**config.mk**
```make
export PLATFORM = sky130hd
export DESIGN_NAME = uss_slave
export DESIGN_NICKNAME = d
export VERILOG_FILES = /design/src/rtl/uss_pkg.sv /design/src/rtl/uss_slave.sv /design/src/rtl/uss_edge_sync.sv
export SDC_FILE = /design/constraint.sdc
export NUM_CORES = 1
export LEC_CHECK = 0
export ABC_AREA = 1
export BUFFER_PORTS_ARGS = -buffer_cell sky130_fd_sc_hd__buf_2
export CORE_MARGIN = 5
export CORE_UTILIZATION = 58
export CTS_BUF_LIST = sky130_fd_sc_hd__clkbuf_4
export DETAILED_ROUTE_END_ITERATION = 8
export PLACE_DENSITY = 0.82
export SYNTH_ARGS = -nofsm -noshare
export SYNTH_HDL_FRONTEND = slang
export SYNTH_SLANG_ARGS = --single-unit
```
**constraint.sdc**
```tcl
create_clock -name clk -period 1.8 [get_ports clk]
set_input_delay 0.09 -clock clk [delete_from_list [all_inputs] [get_ports clk]]
set_output_delay 0.09 -clock clk [all_outputs]
set_load 0.005 [all_outputs]
```
**src/rtl/uss_pkg.sv**
```systemverilog
// Package of constants for the synchronous slave serial port
// How it works
// - Shift clock comes from the external pin; the master drives every bit.
// - Slave operation when clock source select is zero and sync mode is set.
// - Shifting continues during processor sleep, clocked externally.
// - Idle shifter loads a written holding word at once and sends it.
// - Second word waits in holding register; transmit flag stays clear.
// - Last bit out loads pending word, then transmit flag sets.
// - Transmit flag with its enable raises wake; interrupt comes from masked events.
// - Ninth transmit bit loaded before data word is sent with it.
// - Single-receive enable has no effect in slave receive.
// - With continuous receive on, a word is accepted during sleep.
// - Finished word copies into holding register; enabled interrupt wakes chip.
// - Receive flag sets on completion; wake if its enable is set.
// - Ninth bit and errors stay valid for the word until data read.
// - Clearing continuous receive clears latched receive errors.
// - Unimplemented register bits read as zero.
package uss_pkg;
   // Register byte addresses on APB
   localparam logic [7:0] ADDR_IRQ_FLAGS  = 8'h00;
   localparam logic [7:0] ADDR_IRQ_ENABLE = 8'h04;
   localparam logic [7:0] ADDR_IRQ_PRIO   = 8'h08;
   localparam logic [7:0] ADDR_RX_STATUS  = 8'h0C;
   localparam logic [7:0] ADDR_RX_HOLD    = 8'h10;
   localparam logic [7:0] ADDR_TX_HOLD    = 8'h14;
   localparam logic [7:0] ADDR_TX_STATUS  = 8'h18;
   localparam logic [7:0] ADDR_BIT_RATE   = 8'h1C;
   localparam logic [7:0] ADDR_EVT_STATUS = 8'h20;
   localparam logic [7:0] ADDR_EVT_MASK   = 8'h24;

   // Interrupt flag / enable bit positions
   localparam int unsigned IRQ_RX  = 5;
   localparam int unsigned IRQ_TX  = 4;
   localparam logic [7:0]  IRQ_IMPL_MASK = 8'h7F;

   // Receive status/control field positions
   localparam int unsigned RS_PORT_EN = 7;
   localparam int unsigned RS_NINE    = 6;
   localparam int unsigned RS_SINGLE  = 5;
   localparam int unsigned RS_CONT    = 4;
   localparam int unsigned RS_FRAME   = 2;
   localparam int unsigned RS_OVERRUN = 1;
   localparam int unsigned RS_BIT9    = 0;
   localparam logic [7:0]  RS_WR_MASK = 8'hF0;

   // Transmit status/control field positions
   localparam int unsigned TS_CLKSRC  = 7;
   localparam int unsigned TS_NINE    = 6;
   localparam int unsigned TS_TX_EN   = 5;
   localparam int unsigned TS_SYNC    = 4;
   localparam int unsigned TS_ADDR    = 3;
   localparam int unsigned TS_HIGHSPD = 2;
   localparam int unsigned TS_EMPTY   = 1;
   localparam int unsigned TS_BIT9    = 0;
   localparam logic [7:0]  TS_WR_MASK = 8'hFD;
   localparam logic [7:0]  TS_RESET   = 8'h02;

   // Event status bits (sticky, cleared by reading)
   localparam int unsigned EV_TX = 0;
   localparam int unsigned EV_RX = 1;
   localparam int unsigned EV_OV = 2;
   localparam logic [2:0]  EV_NONE = 3'h0;

   localparam logic [7:0]  BYTE_ZERO  = 8'h00;
   localparam logic [3:0]  BITS_EIGHT = 4'h8;
   localparam logic [3:0]  BITS_NINE  = 4'h9;
endpackage

```
**src/rtl/uss_slave.sv**
```systemverilog
// Synchronous slave serial transmitter/receiver with APB registers
`timescale 1ns/1ns
`default_nettype none
module uss_slave (
   input  wire logic        clk,
   input  wire logic        rst_n,
   input  wire logic        psel,
   input  wire logic        penable,
   input  wire logic        pwrite,
   input  wire logic [7:0]  paddr,
   input  wire logic [31:0] pwdata,
   output logic      [31:0] prdata,
   output logic             pready,
   output logic             pslverr,
   input  wire logic        shift_clk_in,
   input  wire logic        data_in,
   output logic             data_out,
   output logic             data_out_en_n,
   output logic             irq,
   output logic             wake
);
   logic        ck_level;
   logic        ck_rise;
   logic        ck_fall;
   logic        din_meta;
   logic        din_sync;

   logic [7:0]  irq_flags_en;
   logic [7:0]  irq_prio;
   logic [7:0]  rx_ctrl;
   logic [7:0]  tx_ctrl;
   logic [7:0]  bit_rate;
   logic [7:0]  tx_hold;
   logic        tx_hold_bit9;
   logic        tx_hold_full;
   logic [8:0]  tx_shift;
   logic [3:0]  tx_count;
   logic        tx_busy;
   logic        tx_flag;
   logic [8:0]  rx_shift;
   logic [3:0]  rx_count;
   logic [7:0]  rx_hold;
   logic        rx_hold_bit9;
   logic        rx_flag;
   logic        rx_overrun;
   logic [2:0]  ev_status;
   logic [2:0]  ev_mask;

   logic        acc;
   logic        wr;
   logic        rd;
   logic        slave_mode;
   logic        port_on;
   logic        tx_on;
   logic        rx_on;
   logic        tx_load;
   logic        tx_done;
   logic        rx_done;
   logic [3:0]  frame_len;
   logic [8:0]  rx_word;
   logic [7:0]  tx_stat_rd;
   logic [7:0]  rx_stat_rd;
   logic [7:0]  flags_rd;
   logic [31:0] next_prdata;
   logic [2:0]  ev_set;
   logic        tx_hold_wr;
   logic        rx_hold_rd;
   logic        evt_rd;
   logic        rx_drop;

   // Zero-extend a byte into a bus word
   function automatic logic [31:0] uss_word(input logic [7:0] b);
      return {24'h000000, b};
   endfunction

   // Register hit for one strobe; keeps the three side-effect strobe compares identical
   function automatic logic uss_hit(input logic strobe, input logic [7:0] a,
                                    input logic [7:0] target);
      return strobe & (a == target);
   endfunction

   // Bits per word for the nine-bit option
   function automatic logic [3:0] uss_frame_len(input logic nine);
      return nine ? uss_pkg::BITS_NINE : uss_pkg::BITS_EIGHT;
   endfunction

   // Addresses past the map or off a word boundary answer with an error
   function automatic logic uss_bad_addr(input logic [7:0] a);
      return (a > uss_pkg::ADDR_EVT_MASK) | (a[1:0] != 2'h0);
   endfunction

   // Clock pin is sampled, never used as a clock, so no second domain
   uss_edge_sync u_ck (
      .clk      (clk),
      .rst_n    (rst_n),
      .async_in (shift_clk_in),
      .level    (ck_level),
      .rise     (ck_rise),
      .fall     (ck_fall)
   );

   // Data pin synchroniser
   always_ff @(posedge clk or negedge rst_n) begin
      if (!rst_n) begin
         din_meta <= 1'b1;
         din_sync <= 1'b1;
      end else begin
         din_meta <= data_in;
         din_sync <= din_meta;
      end
   end

   // Mode decode; single-receive enable is deliberately left out
   // Leaving it out of every term keeps its value from touching reception
   assign slave_mode = ~tx_ctrl[uss_pkg::TS_CLKSRC] & tx_ctrl[uss_pkg::TS_SYNC];
   assign port_on    = rx_ctrl[uss_pkg::RS_PORT_EN] & slave_mode;
   assign tx_on      = port_on & tx_ctrl[uss_pkg::TS_TX_EN];
   assign rx_on      = port_on & rx_ctrl[uss_pkg::RS_CONT];
   assign frame_len  = uss_frame_len(tx_ctrl[uss_pkg::TS_NINE]);

   // APB decode: zero wait states
   assign acc = psel & penable;
   assign wr  = acc & pwrite;
   assign rd  = acc & ~pwrite;

   // Strobes for the registers whose access has side effects
   assign tx_hold_wr = uss_hit(wr, paddr, uss_pkg::ADDR_TX_HOLD);
   assign rx_hold_rd = uss_hit(rd, paddr, uss_pkg::ADDR_RX_HOLD);
   assign evt_rd     = uss_hit(rd, paddr, uss_pkg::ADDR_EVT_STATUS);

   // Transmit sequencing
   assign tx_load = tx_on & tx_hold_full & (~tx_busy | tx_done);
   // Last bit leaves on the final falling edge of the word; the count
   // starts at zero on load, so the end point is one less than the length
   assign tx_done = tx_busy & ck_fall & (tx_count == frame_len - 4'h1);
   // Received word assembled from shift register and the last sampled bit
   assign rx_word = rx_ctrl[uss_pkg::RS_NINE] ? {din_sync, rx_shift[8:1]}
                                              : {1'b0, din_sync, rx_shift[8:2]};
   assign rx_done = rx_on & ck_rise
                    & (rx_count == uss_frame_len(rx_ctrl[uss_pkg::RS_NINE]) - 4'h1);
   // A word landing on an unread one is dropped; a read in that cycle saves it
   assign rx_drop = rx_done & rx_flag & ~rx_hold_rd;

   // Transmit holding register; writes while full overwrite the pending word
   always_ff @(posedge clk or negedge rst_n) begin
      if (!rst_n) begin
         tx_hold      <= uss_pkg::BYTE_ZERO;
         tx_hold_bit9 <= 1'b0;
         tx_hold_full <= 1'b0;
      end else if (tx_hold_wr) begin
         tx_hold      <= pwdata[7:0];
         tx_hold_bit9 <= tx_ctrl[uss_pkg::TS_BIT9];
         tx_hold_full <= 1'b1;
      end else if (tx_load) begin
         tx_hold_full <= 1'b0;
      end
   end

   // Transmit shifter: bit changes on falling external edge, LSB first
   always_ff @(posedge clk or negedge rst_n) begin
      if (!rst_n) begin
         tx_shift <= 9'h1FF;
         tx_count <= 4'h0;
         tx_busy  <= 1'b0;
      end else if (!tx_on) begin
         tx_busy  <= 1'b0;
         tx_count <= 4'h0;
      end else if (tx_load) begin
         tx_shift <= {tx_hold_bit9, tx_hold};
         tx_count <= 4'h0;
         tx_busy  <= 1'b1;
      end else if (tx_done) begin
         tx_busy  <= 1'b0;
      end else if (tx_busy && ck_fall) begin
         tx_shift <= {1'b1, tx_shift[8:1]};
         tx_count <= tx_count + 4'h1;
      end
   end

   // Transmit flag: set once the holding register has emptied
   // A write that meets an empty holding register clears the flag first;
   // it sets again once the shifter has taken the word
   always_ff @(posedge clk or negedge rst_n) begin
      if (!rst_n) begin
         tx_flag <= 1'b0;
      end else if (tx_hold_wr) begin
         tx_flag <= 1'b0;
      end else if (!tx_hold_full) begin
         tx_flag <= 1'b1;
      end
   end

   // Data pin drive, low enable whenever the transmitter is on, idle or sending
   // The line keeps the last bit once a word ends; the master ignores it
   always_ff @(posedge clk or negedge rst_n) begin
      if (!rst_n) begin
         data_out      <= 1'b1;
         data_out_en_n <= 1'b1;
      end else begin
         data_out      <= tx_shift[0];
         data_out_en_n <= ~tx_on;
      end
   end

   // Receive shifter samples on rising external edge, LSB first
   // Count restarts whenever continuous receive is off, so a frame cut
   // short by software leaves no stale bits for the next word
   always_ff @(posedge clk or negedge rst_n) begin
      if (!rst_n) begin
         rx_shift <= 9'h000;
         rx_count <= 4'h0;
      end else if (!rx_on) begin
         rx_count <= 4'h0;
      end else if (rx_done) begin
         rx_count <= 4'h0;
      end else if (ck_rise) begin
         rx_shift <= {din_sync, rx_shift[8:1]};
         rx_count <= rx_count + 4'h1;
      end
   end

   // Receive holding, flag and overrun; data read clears the flag
   always_ff @(posedge clk or negedge rst_n) begin
      if (!rst_n) begin
         rx_hold      <= uss_pkg::BYTE_ZERO;
         rx_hold_bit9 <= 1'b0;
         rx_flag      <= 1'b0;
         rx_overrun   <= 1'b0;
      end else begin
         if (rx_drop) begin
            rx_overrun <= 1'b1; // Previous word not yet read; keep it
         end else if (rx_done) begin
            rx_hold      <= rx_word[7:0];
            rx_hold_bit9 <= rx_word[8];
            rx_flag      <= 1'b1;
         end else if (rx_hold_rd) begin
            rx_flag <= 1'b0;
         end
         if (!rx_ctrl[uss_pkg::RS_CONT]) begin
            rx_overrun <= 1'b0;
         end
      end
   end

   // Control registers written by software
   // The priority and divisor bytes are storage only; the external master
   // sets the bit rate, so the divisor never reaches the shifters
   always_ff @(posedge clk or negedge rst_n) begin
      if (!rst_n) begin
         irq_flags_en <= uss_pkg::BYTE_ZERO;
         irq_prio     <= uss_pkg::BYTE_ZERO;
         rx_ctrl      <= uss_pkg::BYTE_ZERO;
         tx_ctrl      <= uss_pkg::TS_RESET;
         bit_rate     <= uss_pkg::BYTE_ZERO;
         ev_mask      <= uss_pkg::EV_NONE;
      end else if (wr) begin
         case (paddr)
            uss_pkg::ADDR_IRQ_ENABLE: irq_flags_en <= pwdata[7:0] & uss_pkg::IRQ_IMPL_MASK;
            uss_pkg::ADDR_IRQ_PRIO:   irq_prio     <= pwdata[7:0] & uss_pkg::IRQ_IMPL_MASK;
            uss_pkg::ADDR_RX_STATUS:  rx_ctrl      <= pwdata[7:0] & uss_pkg::RS_WR_MASK;
            uss_pkg::ADDR_TX_STATUS:  tx_ctrl      <= pwdata[7:0] & uss_pkg::TS_WR_MASK;
            uss_pkg::ADDR_BIT_RATE:   bit_rate     <= pwdata[7:0];
            uss_pkg::ADDR_EVT_MASK:   ev_mask      <= pwdata[2:0];
            default: ;
         endcase
      end
   end

   // Sticky events; an event in the reading cycle survives the clear
   // Only the bits that the read returned are cleared, so an event in the
   // setup cycle is not lost between snapshot and clear
   assign ev_set = {rx_drop, rx_done & ~rx_drop, tx_load};
   always_ff @(posedge clk or negedge rst_n) begin
      if (!rst_n) begin
         ev_status <= uss_pkg::EV_NONE;
      end else if (evt_rd) begin
         ev_status <= (ev_status & ~prdata[2:0]) | ev_set;
      end else begin
         ev_status <= ev_status | ev_set;
      end
   end

   // Read views; unimplemented bits are zero, empty bit shows idle shifter
   assign tx_stat_rd = (tx_ctrl & uss_pkg::TS_WR_MASK)
                       | ({7'h00, ~tx_busy} << uss_pkg::TS_EMPTY);
   assign rx_stat_rd = (rx_ctrl & uss_pkg::RS_WR_MASK)
                       | ({7'h00, rx_overrun} << uss_pkg::RS_OVERRUN)
                       | {7'h00, rx_hold_bit9};
   assign flags_rd   = ({7'h00, rx_flag} << uss_pkg::IRQ_RX)
                       | ({7'h00, tx_flag} << uss_pkg::IRQ_TX);

   always_comb begin
      case (paddr)
         uss_pkg::ADDR_IRQ_FLAGS:  next_prdata = uss_word(flags_rd);
         uss_pkg::ADDR_IRQ_ENABLE: next_prdata = uss_word(irq_flags_en);
         uss_pkg::ADDR_IRQ_PRIO:   next_prdata = uss_word(irq_prio);
         uss_pkg::ADDR_RX_STATUS:  next_prdata = uss_word(rx_stat_rd);
         uss_pkg::ADDR_RX_HOLD:    next_prdata = uss_word(rx_hold);
         uss_pkg::ADDR_TX_STATUS:  next_prdata = uss_word(tx_stat_rd);
         uss_pkg::ADDR_BIT_RATE:   next_prdata = uss_word(bit_rate);
         uss_pkg::ADDR_EVT_STATUS: next_prdata = uss_word({5'h00, ev_status});
         uss_pkg::ADDR_EVT_MASK:   next_prdata = uss_word({5'h00, ev_mask});
         default:                  next_prdata = 32'h00000000;
      endcase
   end

   // Read data registered in setup phase so it is valid in the access phase
   // Zero wait states: pready follows every setup cycle by exactly one
   // clock, so a master that holds its request never stretches a transfer
   always_ff @(posedge clk or negedge rst_n) begin
      if (!rst_n) begin
         prdata  <= 32'h00000000;
         pready  <= 1'b0;
         pslverr <= 1'b0;
      end else begin
         prdata  <= (psel && !penable && !pwrite) ? next_prdata : 32'h00000000;
         pready  <= psel & ~penable;
         pslverr <= psel & ~penable & uss_bad_addr(paddr);
      end
   end

   // Interrupt and wake outputs, both registered
   // Wake ignores the event mask: it follows the flags and their enables,
   // so a masked event can still end sleep
   always_ff @(posedge clk or negedge rst_n) begin
      if (!rst_n) begin
         irq  <= 1'b0;
         wake <= 1'b0;
      end else begin
         irq  <= |(ev_status & ev_mask);
         wake <= (tx_flag & irq_flags_en[uss_pkg::IRQ_TX])
                 | (rx_flag & irq_flags_en[uss_pkg::IRQ_RX]);
      end
   end
endmodule
`default_nettype wire

```
**src/rtl/uss_edge_sync.sv**
```systemverilog
// Two-flop synchroniser with edge pulses for the external shift clock
`timescale 1ns/1ns
`default_nettype none
module uss_edge_sync (
   input  wire logic clk,
   input  wire logic rst_n,
   input  wire logic async_in,
   output logic      level,
   output logic      rise,
   output logic      fall
);
   logic meta;
   logic sync;
   logic last;

   // First flop feeds only the second; edges come from the settled stages
   // Stages reset to the low idle level of the clock pin, so no false edge
   always_ff @(posedge clk or negedge rst_n) begin
      if (!rst_n) begin
         meta <= 1'b0;
         sync <= 1'b0;
         last <= 1'b0;
      end else begin
         meta <= async_in;
         sync <= meta;
         last <= sync;
      end
   end

   assign level = sync;
   assign rise  = sync & ~last;
   assign fall  = ~sync & last;
endmodule
`default_nettype wire

```
* Yosys cells after proc, flatten, opt, wreduce, memory -nomap -nowiden
Cells that the tools add are included.
** Cells by class
- Add/sub/neg operators :: 4
- $lt $le $gt $ge :: 1
- Equality and inequality tests :: 18
- Muxes and demuxes :: 27
- Bitwise gates (word level) :: 47
- Reductions and logical operators :: 22
** Operators by type and width (count)
- 8-bit one-hot mux with 9 select lines :: 1
- 9-bit 2-to-1 mux :: 4
- 8-bit by 5-bit equality test with 1-bit output (second input constant) :: 4
- 4-bit 2-to-1 mux :: 7
- 1-bit bitwise AND :: 25
- 2-bit AND reduction :: 9
- 8-bit by 4-bit equality test with 1-bit output (second input constant) :: 2
- 8-bit by 6-bit equality test with 1-bit output (second input constant) :: 2
- 8-bit by 2-bit bitwise OR with 8-bit output :: 2
- 1-bit 2-to-1 mux :: 13
- 1-bit NOT :: 10
- 4-bit by 1-bit adder with 4-bit output (second input constant) :: 2
- 4-bit equality test :: 2
- 8-bit by 3-bit equality test with 1-bit output (second input constant) :: 1
- 8-bit by 6-bit greater-than comparator with 1-bit output (second input constant) :: 1
- 8-bit logical NOT :: 1
- 8-bit 2-to-1 mux :: 1
- 8-bit by 1-bit bitwise OR with 8-bit output :: 1
- 2-bit nonzero test :: 4
- 4-bit by 1-bit subtractor with 4-bit output (second input constant) :: 2
- 3-bit bitwise AND :: 2
- 3-bit by 1-bit inequality test with 1-bit output (second input constant) :: 2
- 3-bit bitwise OR :: 2
- 6-bit by 5-bit bitwise OR with 6-bit output :: 1
- 11 further kinds :: 18
** Storage, ports and cells
- Bits in registers :: 108
- Bits of input ports :: 47
- Output and inout bits :: 38

* Logic depth before layout (Yosys ltp)
- Depth in word-level cells :: 12
- Mapped depth :: 10

* Hierarchy
From an unflattened synthesis, not the netlist that was laid out.
** Second synthesis, totals
- Cells, all modules :: 577
- Area, all modules :: 5132.4 sq um
** Modules (own cells, without submodules)
- uss_slave :: instances 1, cells each 570, area an instance 5042.3 sq um, sequential area each 2593.7 sq um
- uss_edge_sync :: instances 1, cells each 7, area an instance 90.1 sq um, sequential area each 75.1 sq um

* Worst setup path before layout
Ideal clock, no wire load.
- Kind :: register to register
- Start point :: reg tx_ctrl[7]
- End point :: reg rx_hold_bit9
- Arrival :: 1.166 ns
- Path slack :: 0.515 ns
- Cell stages (with the launch flop) :: 9
- Buffers on the path :: 0
- Period minus slack after synthesis :: 1.285 ns
- Path through :: dfrtp_1 > inv_1 > nand3_1 > nor3_2 > nand2_1 > inv_1 > nand2_2 > nand2_1 > o21ai_2
** Between the ends
- Longest elaborated chain between the ends :: 10
** Ends and longest elaborated chain
- start, declared :: RTL line uss_slave.sv:31 : logic [7:0] tx_ctrl;
- start signal, assigned :: RTL line uss_slave.sv:253 : tx_ctrl <= uss_pkg::TS_RESET;
- start signal, assigned :: RTL line uss_slave.sv:261 : uss_pkg::ADDR_TX_STATUS: tx_ctrl <= pwdata[7:0] & uss_pkg::TS_WR_MASK;
- 1-bit NOT (*) :: RTL line uss_slave.sv:115 : assign slave_mode = ~tx_ctrl[uss_pkg::TS_CLKSRC] & tx_ctrl[uss_pkg::TS_SYNC];
- 1-bit bitwise AND (*) :: RTL line uss_slave.sv:115
- 1-bit bitwise AND (*) :: RTL line uss_slave.sv:116 : assign port_on = rx_ctrl[uss_pkg::RS_PORT_EN] & slave_mode;
- 1-bit bitwise AND (*) :: RTL line uss_slave.sv:118 : assign rx_on = port_on & rx_ctrl[uss_pkg::RS_CONT];
- 1-bit bitwise AND (*) :: RTL line uss_slave.sv:139 : assign rx_done = rx_on & ck_rise
- 1-bit bitwise AND (*) :: RTL line uss_slave.sv:140 : & (rx_count == uss_frame_len(rx_ctrl[uss_pkg::RS_NINE]) - 4'h1);
- 1-bit bitwise AND (2 in series) :: RTL line uss_slave.sv:142 : assign rx_drop = rx_done & rx_flag & ~rx_hold_rd;
- 1-bit NOT (no line)
- 2-bit AND reduction (no line) (*)
- end signal, assigned :: RTL line uss_slave.sv:234 : rx_hold_bit9 <= rx_word[8];
- end, declared :: RTL line uss_slave.sv:43 : logic rx_hold_bit9;
Every way passes the cells marked *; elsewhere a longest branch is shown, timed or not.
A chain may end at the register's enable or synchronous reset.

* Final worst setup path
- Start point :: in penable
- End point :: reg prdata[5]
** Between the ends
- Longest elaborated chain between the ends :: 4
** Ends and longest elaborated chain
- start, declared :: RTL line uss_slave.sv:8 : input wire logic penable,
- 1-bit logical NOT :: RTL line uss_slave.sv:316 : prdata <= (psel && !penable && !pwrite) ? next_prdata : 32'h00000000;
- 1-bit logical AND (2 in series) :: RTL line uss_slave.sv:316
- 8-bit 2-to-1 mux :: RTL line uss_slave.sv:316
- end signal, assigned :: RTL line uss_slave.sv:316
- end, declared :: RTL line uss_slave.sv:12 : output logic [31:0] prdata,
No other way between the ends.

==> results by group <==
Outcome
  – Status: finished clean

Power and ir drop
  – LEAKAGE: around 2.8 nW
  – VDD IR max: roughly 340 uV
  – Power Density: 687 nW/um^2

Yosys
  – Top_reg_cell synth: dfrtp_1
  – Average size of a mapped cell: 8.41 um^2
  – Mapped Cells: 612
  – Most frequent cells after synthesis: nand2_1, dfrtp_1, nand3_1
  – Synth area leader: dfrtp_1
  – Flop and latch count out of synthesis: around 110
  – Count of cell types in the netlist: 34
  – Synth top area share: a little under half
  – Number of flops mapped to enable cells by yosys: 0
  – Synth area leaders: dfrtp_1, nand2_1, dfstp_2
  – Ys Warns: 0
  – Synth Cell Area: 5150 um^2
  – Ys async rst share: 100%
  – Count leader, synth: nand2_1
  – Seq/Total Area, Yosys: 51.9%

GRT
  – First-pass GRT wire length: 19000 um
  – Grt total ovfl: 0
  – Largest net degree at the start of global routing: 60
  – GRT Resource Usage Total: 21.2%
  – Antenna violations before repair: 0
  – Vias in the first global route: 3957

Floorplan
  – Initial Util: 59.3%
  – # rows: 34
  – Die Y: roughly 100 um
  – Core area: 8680 um^2
  – Top Ports: 85
  – Die footprint: 10900 um^2
  – Die Width: 104 um

Timing
  – Clk_skew: 0.0219 ns
  – Fin. max-slew vios: 0
  – Min Clock Period, post-route: 1.65 ns
  – Unrepaired setup endpoints after global routing: no
  – Final worst path period share: 91.6%
  – Total Neg Setup Slack: 0 ns
  – Final Hold Fails: 0
  – Fmax: 607 MHz
  – Setup violations, final: 0

CTS
  – Clk buf depth: 2
  – Clk_lat worst skew: about 0.46 ns
  – Clk slew on worst S/H paths: approximately 0.16 ns
  – Htree depth: 3
  – Total CTS buffers: 9
  – # clock sinks: 106
  – CTS tree: done
  – Root Buffer: clkbuf_4

Min path
  – Hold Path Depth: 3
  – Worst hold endpoint: bit_rate[2]
  – Worst hold-check path type: input pin to flop
  – Min-delay src: pwdata[2]

Cells and area
  – Diode count: 0
  – Fin cells: 777
  – Layout net count: 713
  – Syn-to-layout area delta: 8.49%
  – Share of cells above drive strength 1: 17.0%
  – Fin util: 64.3%

Routing
  – Vias per cell: 5.25
  – Routed len/inst: about 14 um
  – Routed Wire Length: 11000 um
  – DRC Markers: 0
  – Drt pass-1 iters: 5
  – Post-route ant nets: 0
  – DR vias: ~4000
  – DR iter-0 viols: 241

Critical path
  – R2R Path Start: tx_ctrl[7]
  – CP Data Required Time: between 2 and 2.5 ns
  – Reg2reg path depth: 6
  – Flop-to-flop setup slack: 0.26 ns
  – Crit end category: flop
  – Worst-path fanout max: 7
  – CP startpoint kind: input pin
  – Critical Path AT: 2.01 ns
  – R2R Path End: tx_count[3]
  – Setup CP Type: input pin to flop

Placed design
  – Placed instance count: 748
  – Placer Congestion: around 0.90
  – Post-DP HPWL: 8140 um
  – IO Port Bufs: 36

Job
  – Max-cap violation count: 0
registers in the layout, indices dropped and copies added (netlist names), 3 cells and up:
register      cells
tx_shift          9
bit_rate          8
prdata            8
rx_hold           8
rx_shift          8
tx_hold           8
irq_flags_en      7
irq_prio          7
tx_ctrl           7
rx_count          4
rx_ctrl           4
tx_count          4
ev_mask           3
ev_status         3
per-layer routing:
layer  up-vias  global-route usage [%]  share of wire [%]
li1       2001                       -                  -
met1      1945                    29.0                 44
met2       111                    34.0                 49
met3        21                    4.28                5.1
met4         0                    7.40                2.4
met5         -                       0                  0
how the worst max path moves through the flow:
stage                     slack, ns  depth (start not counted)      endpoint       start
after CTS                      0.18                          8     prdata[4]     penable
after detailed placement       0.27                          7    rx_ctrl[5]    paddr[7]
final                          0.15                          8     prdata[5]     penable
after floorplan                0.52                          8  rx_hold_bit9  tx_ctrl[7]
after global placement         0.32                          8  rx_hold_bit9  tx_ctrl[7]
after global routing           0.07                          8     prdata[5]     penable
timing repair:
action / CTS / global route
setup buffers: 0 / 0
hold buffers: 12 / 1
gates resized for setup: 0 / 0
endpoints found under the hold margin: 111 / 1
worst max-delay path: stages:
cell           delay [ns]
dlygate4sd3_1        0.55
buf_2                0.14
nor2_1               0.09
dlygate4sd3_1        0.57
inv_1                0.07
nor2_1               0.14
o21ai_2              0.17
a21oi_1              0.20
placed cells by master (no fill, tap or decap), types with 5 or more instances in the layout:
cell	Yosys	layout
buf_2	3	35
a21oi_1	8	8
dlygate4sd3_1	0	13
dfstp_2	13	13
o21ai_2	10	10
nor2_4	8	8
dfrtp_1	93	93
nor2_1	40	40
nand2_2	12	12
o21ai_0	50	50
o21ai_1	17	17
nor2_2	5	5
inv_1	56	56
clkbuf_4	0	10
nand3_1	58	58
conb_1	1	24
buf_4	27	6
nand2_1	182	182
stage by stage:
step | total power [mW] | setup WS, ns | area, um^2 | hold slack [ns]
after floorplan | 2.59 | 0.515 | 5230 | -0.206
after global placement | 2.66 | 0.318 | 5320 | 0.0215
after detailed placement | 2.67 | 0.270 | 5320 | 0.0229
after CTS | 3.85 | 0.183 | 5570 | 0.00166
after global routing | 3.99 | 0.0745 | 5580 | 0.0218
final | 3.83 | 0.151 | 5580 | 0.0127
power breakdown:
| part | total (mW) | internal (mW) | switching (mW) |
|---|---|---|---|
| clock | 1.19 | 0.431 | 0.757 |
| sequential | 2.43 | 2.41 | 0.0154 |
| combinational | 0.221 | 0.0698 | 0.151 |
layout make-up:
class	instances	area [um^2]
Clock buffer	10	75.1
Clock inverter	6	58.8
Fill cell	729	3100
Inverter	60	230
Multi-Input combinational cell	432	2040
Sequential cell	106	2670
Tap cell	108	135
Timing Repair Buffer	55	370
cell families after synthesis:
logic type / share of synthesized area, %
compound gates: 9.68
xor+xnor: 0.511
fa+ha+maj: 0.486
buf+inv: 10.1
flops: 51.9
other cells: 0.0729
simple gates: 27.3
No activity file was read; power rests on OpenSTA's default activity.
